File: src/pss_pkg.sv
// Package for the power-up strap sampler: strap layout, map, constants.
// Assumes an APB master on pclk and strap pins steady around reset release.
package pss_pkg;
   // ==========================================================
   // Strap layout
   typedef struct packed {
      logic shared_bios_strap;
      logic flash_port_strap;
      logic [1:0] base_select_strap;
   } pss_strap_t;

   localparam int SEL_ALT_BIT = 0;
   localparam int SEL_REG_BIT = 1;

   // ==========================================================
   // Host configuration pair addresses
   localparam logic [15:0] PAIR_DEFAULT = 16'h002e;
   localparam logic [15:0] PAIR_ALT = 16'h004e;
   localparam logic [15:0] PAIR_DATA_STEP = 16'h0001;

   // ==========================================================
   // Register map (byte addresses)
   localparam int ADDR_W = 8;
   localparam logic [ADDR_W-1:0] OFS_STATUS = 8'h00;
   localparam logic [ADDR_W-1:0] OFS_BASE_LOW = 8'h04;
   localparam logic [ADDR_W-1:0] OFS_BASE_HIGH = 8'h08;
   localparam logic [7:0] BASE_LOW_RST = 8'h2e;
   localparam logic [7:0] BASE_HIGH_RST = 8'h00;

   // Status fields
   localparam int ST_STRAP_LSB = 0;
   localparam int ST_VALID_BIT = 8;
endpackage

File: src/pss_strap_sampler.sv
// Strap sampler: latches straps after power-up reset, decodes host pair.
// Assumes presetn is the standby power-up reset and an APB master.
//
// Local design decisions: the register offsets and the APB interface to the registers.
`timescale 1ns/1ps
module pss_strap_sampler (
   input wire logic pclk,
   input wire logic presetn,
   input wire logic psel,
   input wire logic penable,
   input wire logic pwrite,
   input wire logic [pss_pkg::ADDR_W-1:0] paddr,
   input wire logic [31:0] pwdata,
   output logic [31:0] prdata,
   output logic pready,
   output logic pslverr,
   input wire pss_pkg::pss_strap_t strap_pins,
   input wire logic host_io_valid,
   input wire logic [15:0] host_io_addr,
   output logic straps_valid,
   output logic shared_bios_en,
   output logic kbs_parallel_mode,
   output logic [15:0] cfg_base_addr,
   output logic cfg_index_hit,
   output logic cfg_data_hit
);
   pss_pkg::pss_strap_t strap_q;
   logic captured_q;
   logic cfg_ready_q;
   logic [7:0] base_low_q;
   logic [7:0] base_high_q;
   logic [15:0] cfg_base_q;
   logic [31:0] prdata_q;
   logic slverr_q;
   logic setup;
   logic wr_acc;

   function automatic logic mapped(input logic [pss_pkg::ADDR_W-1:0] a);
      return a == pss_pkg::OFS_STATUS || a == pss_pkg::OFS_BASE_LOW ||
         a == pss_pkg::OFS_BASE_HIGH;
   endfunction

   // ==========================================================
   // Strap capture, once per reset
   always_ff @(posedge pclk or negedge presetn) begin
      if (!presetn) begin
         captured_q <= 1'b0;
      end else begin
         captured_q <= 1'b1;
      end
   end

   always_ff @(posedge pclk or negedge presetn) begin
      if (!presetn) begin
         strap_q <= '0;
      end else if (!captured_q) begin
         strap_q <= strap_pins;
      end
   end

   // Pair register settles one edge after capture
   always_ff @(posedge pclk or negedge presetn) begin
      if (!presetn) begin
         cfg_ready_q <= 1'b0;
      end else begin
         cfg_ready_q <= captured_q;
      end
   end

   assign straps_valid = captured_q;
   assign shared_bios_en = strap_q.shared_bios_strap;
   assign kbs_parallel_mode = strap_q.flash_port_strap;

   // ==========================================================
   // Configuration pair selection
   always_ff @(posedge pclk or negedge presetn) begin
      if (!presetn) begin
         cfg_base_q <= pss_pkg::PAIR_DEFAULT;
      end else if (strap_q.base_select_strap[pss_pkg::SEL_REG_BIT]) begin
         cfg_base_q <= {base_high_q, base_low_q};
      end else if (strap_q.base_select_strap[pss_pkg::SEL_ALT_BIT]) begin
         cfg_base_q <= pss_pkg::PAIR_ALT;
      end else begin
         cfg_base_q <= pss_pkg::PAIR_DEFAULT;
      end
   end

   assign cfg_base_addr = cfg_base_q;
   // Decode gated until the selected pair is in place
   assign cfg_index_hit = host_io_valid && cfg_ready_q &&
      host_io_addr == cfg_base_q;
   assign cfg_data_hit = host_io_valid && cfg_ready_q &&
      host_io_addr == 16'(cfg_base_q + pss_pkg::PAIR_DATA_STEP);

   // ==========================================================
   // APB slave, zero wait states
   assign setup = psel && !penable;
   assign wr_acc = psel && penable && pwrite;
   assign pready = 1'b1;
   assign prdata = prdata_q;
   assign pslverr = slverr_q && psel && penable;

   always_ff @(posedge pclk or negedge presetn) begin
      if (!presetn) begin
         base_low_q <= pss_pkg::BASE_LOW_RST;
         base_high_q <= pss_pkg::BASE_HIGH_RST;
      end else if (wr_acc) begin
         if (paddr == pss_pkg::OFS_BASE_LOW) begin
            base_low_q <= pwdata[7:0];
         end
         if (paddr == pss_pkg::OFS_BASE_HIGH) begin
            base_high_q <= pwdata[7:0];
         end
      end
   end

   always_ff @(posedge pclk or negedge presetn) begin
      if (!presetn) begin
         prdata_q <= '0;
         slverr_q <= 1'b0;
      end else if (setup) begin
         slverr_q <= !mapped(paddr);
         prdata_q <= '0;
         if (!pwrite) begin
            unique case (paddr)
               pss_pkg::OFS_STATUS: begin
                  prdata_q[pss_pkg::ST_STRAP_LSB +:
                     $bits(pss_pkg::pss_strap_t)] <= strap_q;
                  prdata_q[pss_pkg::ST_VALID_BIT] <= captured_q;
               end
               pss_pkg::OFS_BASE_LOW: prdata_q[7:0] <= base_low_q;
               pss_pkg::OFS_BASE_HIGH: prdata_q[7:0] <= base_high_q;
               default: prdata_q <= '0;
            endcase
         end
      end
   end
endmodule // pss_strap_sampler

File: config.mk
export PLATFORM = sky130hd
export DESIGN_NAME = pss_strap_sampler
export DESIGN_NICKNAME = d
export VERILOG_FILES = /design/src/pss_pkg.sv /design/src/pss_strap_sampler.sv
export SDC_FILE = /design/constraint.sdc
export NUM_CORES = 1
export LEC_CHECK = 0
export BUFFER_PORTS_ARGS = -buffer_cell sky130_fd_sc_hd__buf_2
export CORE_AREA = 5 5 104 77
export CTS_CLUSTER_DIAMETER = 40
export CTS_CLUSTER_SIZE = 24
export DETAILED_ROUTE_END_ITERATION = 16
export DIE_AREA = 0 0 109 82
export GPL_ROUTABILITY_DRIVEN = 1
export PLACE_DENSITY_LB_ADDON = 0.15
export SETUP_SLACK_MARGIN = 0.2
export SYNTH_ARGS = -nofsm -noshare
export SYNTH_HDL_FRONTEND = slang
export SYNTH_SLANG_ARGS = --single-unit
File: constraint.sdc
create_clock -name pclk -period 3.09 [get_ports pclk]
set_input_delay 0.618 -clock pclk [delete_from_list [all_inputs] [get_ports pclk]]
set_output_delay 0.618 -clock pclk [all_outputs]
set_load 0.01 [all_outputs]
== Word level (Yosys, flattened, before mapping) ==
Index checks and enable logic that the tools add are counted.

* Bits in registers: 71
* Word-level logic and storage cells: 36
* Output and inout bits: 55

* Equality and inequality tests: 4
* Add/sub/neg operators: 1
* Reductions and logical operators: 15
* Mux-type cells: 6

{| class="wikitable"
|+ Operator list
! operator !! count
|-
| == test 16 bit || 2
|-
| adder 16 x 1 -> 16 bit (second input constant) || 1
|-
| 2-to-1 mux 16 bit || 1
|-
| one-hot mux 4 bit (3 select lines) || 1
|-
| 2-to-1 mux 9 bit || 1
|-
| == test 8 x 3 -> 1 bit (second input constant) || 1
|-
| == test 8 x 4 -> 1 bit (second input constant) || 1
|-
| logical AND 1 bit || 8
|-
| zero test 8 bit || 1
|-
| one-hot mux 4 bit (2 select lines) || 1
|-
| 2-to-1 mux 7 bit || 1
|-
| AND reduction 2 bit || 2
|-
| zero test 1 bit || 2
|-
| logical OR 1 bit || 2
|-
| 2-to-1 mux 1 bit || 1
|}

== Longest topological paths before layout ==
* Depth in word-level cells: 4
* Gate-level depth with buffers: 7

== Worst setup path after synthesis ==
OpenSTA, ideal clock, no wires.

* Path type: reg-to-output
* Start point: reg cfg_base_q[1] (netlist: cfg_base_addr[1])
* End point: out cfg_data_hit
* Required time: 2.472 ns
* Slack: 0.507 ns
* Data arrival time: 1.965 ns
* Stages on the path, launching flop included: 8
* Path through: dfstp_2 ha_1 xnor2_1 nand3_1 a2111oi_0 nand4_1 and4b_1 and4_1

* Cells in the longest elaborated chain, start to end: 3

{| class="wikitable"
|+ Ends and longest elaborated chain
! element !! line !! text
|-
| start: declaration || pss_strap_sampler.sv:32 || <nowiki>logic [15:0] cfg_base_q;</nowiki>
|-
| start signal: assignment || pss_strap_sampler.sv:78 || <nowiki>cfg_base_q <= pss_pkg::PAIR_DEFAULT;</nowiki>
|-
| start signal: assignment || pss_strap_sampler.sv:80 || <nowiki>cfg_base_q <= {base_high_q, base_low_q};</nowiki>
|-
| start signal: assignment || pss_strap_sampler.sv:82 || <nowiki>cfg_base_q <= pss_pkg::PAIR_ALT;</nowiki>
|-
| adder 16 x 1 -> 16 bit || pss_strap_sampler.sv:93 || <nowiki>host_io_addr == 16'(cfg_base_q + pss_pkg::PAIR_DATA_STEP);</nowiki>
|-
| == test 16 bit || pss_strap_sampler.sv:93 ||
|-
| logical AND 1 bit || pss_strap_sampler.sv:92 || <nowiki>assign cfg_data_hit = host_io_valid && cfg_ready_q &&</nowiki>
|-
| end: declaration || pss_strap_sampler.sv:25 || <nowiki>output logic cfg_data_hit</nowiki>
|}

No other way between the ends.

== Worst setup path after layout ==
Ends and elaborated chain as after synthesis.

==> out/metrics.cfg <==
[run_status]
run_status = completed

[global_route]
overflow = 0
grt_max_degree = 49
antenna_found_initial = 0
grt_pass1_wl_um = 10000
grt_pass1_vias = 2008
grt_use_total_pct = 14.4

[logic_synthesis]
ys_seq_area_share_pct = 45.4
ys_async_sr_fraction_pct = 100
avgSynthCellArea_um2 = 10.5
synth_most_common_cell = dfrtp_1
syn-cell-area_um2 = 2670
synth_area_leaders = dfrtp_1 38%, mux2_2 8.9%, dfstp_2 7.9%
ys_seq_elements = 48
dominantRegCellSynth = dfrtp_1
netlist_top_cells_count = 40 x dfrtp_1, 25 x buf_4, 21 x mux2_2, 20 x nand2_1, 16 x xnor2_1
synth.top_cell.area_share_pct = 37.5
synth_edf_count = 0
yosys_warnings = 0
yosysUniqueCellTypes = 45
syn_inst = 253
synth_top_area_cell = dfrtp_1

[sta]
final_max_slew_viol_count = 0
max_freq_ghz = 0.351
whs_ns = 0.489
setup_viol = 0
worst_slack_ns = 0.237
skew_ns = 0.00495
finalCritPeriodShare_pct = 92.3
tns_ns = 0
worstMarginPinSlew_ns = 1.06
max_slew_margin_pct = 29.4
finalHoldViolCount = 0
period_minus_slack_ns = 2.85
rsz0062_at_grt = yes

[floorplanning]
dieArea_um2 = 8940
dieHeight_um = 82
initial_core_util_pct = 38.1
core_area_um2 = 6990
io_pins = 121
rows = 26
die_w_um = 109

[routing]
drcViolationCount = 0
drt_iter0_markers = 120
first_pass_iters = 4
drtAntennaViolNets = 0
via_per_inst = 4.76
via_count = 2029
routed_wl_um = 6410
avgRoutedWirePerCell_um = 15.0

[critical_path]
critPathKind = reg2out
cp.depth = 8
crit_arrival_ns = 2.23
crit_path_start_kind = flip-flop
worstSetupEndpointType = output port
critPathBufInv = 1
r2r_slack_ns = 1.88
reg2reg_depth = 3
crit_family = simple AND/OR/NAND/NOR gates
required_ns = 2.47
path_cells = ha_1, xnor2_2, nand3_2, a2111oi_4, nand4_1, and4b_1, and4_1, buf_2
cp_max_fo = 2
max_stage_delay_ns = 0.54
crit_slowest_cell = dfstp_2

[placed_design]
io_buffers = 72
place_area_um2 = 3040
place_ws_ns = 0.346
dp.cells = 418
place_hpwl_um = 4960
gp_congestion = 0.894

[job]
drv_cap = 0

[clocking]
cts.clk_slew.worst_paths_ns = 0.09
ctsHtreeMaxLevel = 2
cts_setup_buffers = 0
cts_buffers = 5
clock_latency_ns = 0.30
clockBufferDepth = 2
cts-root-buf = clkbuf_8
cts_tree = yes
clock-sinks = 48

[hold_path]
min_path_cells = 2
hold_path.class = reg2reg

[power]
max-vdd-ir-drop_mv = 0.220
p_leak_nw = 1.54
finalPower_mw = 1.33
power_density_nw_per_um2 = 415

[layout]
layout-drive-gt1-share_pct = 36.6
num-fill-cells = 714
area_growth_pct = 20.1
fin_nets = 394
instances_no_fill = 426
diodes = 0
utilization_pct = 45.8
fin_area_um2 = 3200

[worst min-delay path, cell delays in order (launching register included)]
cell	delay, ns
dfrtp_1	0.35
nand2_1	0.05
o21ai_0	0.06
[cell families after synthesis]
family                     Yosys count  share of synthesized area [%]
AOI/OAI and AO/OA                   37                           9.90
buffers and inverters               34                           8.45
and+or+nand+nor                     85                           17.9
DFF                                 48                           45.4
other                                2                          0.282
muxes                               25                           10.4
xor gates and xnor gates            21                           7.18
adders and majority gates            1                          0.469
[flip-flops by register name, summed over array words and instances, names as in the netlist]
register and cells:
cfg_base_addr 16, prdata 9, base_high_q 8, base_low_q 8, strap_q 2, cfg_ready_q 1, kbs_parallel_mode 1, shared_bios_en 1
slverr_q 1, straps_valid 1
[repair_timing]
item	in CTS	in global routing
setup endpoints to repair	1	1
gates resized for setup	3	3
pin swaps	3	1
hold buffers	0	0
[per-layer routing]
metal | global-route usage (%) | routed length (um)
met1 | 21.1 | 3180
met2 | 21.6 | 2880
met3 | 3.22 | 324
met4 | 2.77 | 28
met5 | 0 | 0
[worst paths after layout]
kind / from / end
hold reg to reg: slverr_q$_DFFE_PN0P_ / slverr_q$_DFFE_PN0P_
max in group asynchronous: presetn / kbs_parallel_mode$_DFFE_PN0N_
setup / recovery: cfg_base_addr[1]$_DFF_PN1_ / cfg_data_hit
hold / removal: slverr_q$_DFFE_PN0P_ / slverr_q$_DFFE_PN0P_
setup reg to reg: strap_q[1]$_DFFE_PN0N_ / prdata[1]$_DFFE_PN0P_
min in group asynchronous: presetn / prdata[6]$_DFFE_PN0P_
[power by group]
group | leakage (nW) | switching (mW) | internal, mW
logic | 0.857 | 0.0999 | 0.0716
registers | 0.624 | 0.0278 | 0.652
clock network | 0.0614 | 0.214 | 0.265
[cell type report]
| cell class | instances | area (um2) | share of cell area (%) |
|---|---|---|---|
| Clock buffer | 6 | 82.6 | 2.58 |
| Clock inverter | 2 | 38.8 | 1.21 |
| Inverter | 3 | 11.3 | 0.352 |
| Multi-Input combinational cell | 194 | 1350 | 42.3 |
| Sequential cell | 48 | 1210 | 37.8 |
| Tap cell | 98 | 123 | 3.83 |
| Timing Repair Buffer | 75 | 383 | 12.0 |
[layout by cell type, fill, tap and decap left out, types with 2 or more instances in the layout]
cell type,Yosys,routed
xor2_1,4,4
dfrtp_1,40,40
nand4_1,6,6
xnor2_2,1,2
inv_1,3,3
nand3_1,7,6
nand2b_1,5,5
nor2_1,13,13
o21ai_0,10,10
nor4_1,4,3
a21oi_1,6,6
xnor2_1,16,15
nor3_1,2,2
a22o_1,12,12
nor4bb_1,2,2
nand2_1,20,20
and2_1,13,13
conb_1,2,25
nor2b_1,3,3
buf_2,2,72
mux2i_1,4,4
mux2_2,21,21
buf_4,25,3
and3_1,2,2
clkbuf_8,0,6
dfstp_2,8,8
Note: power is estimated with default switching activity, not from simulation.
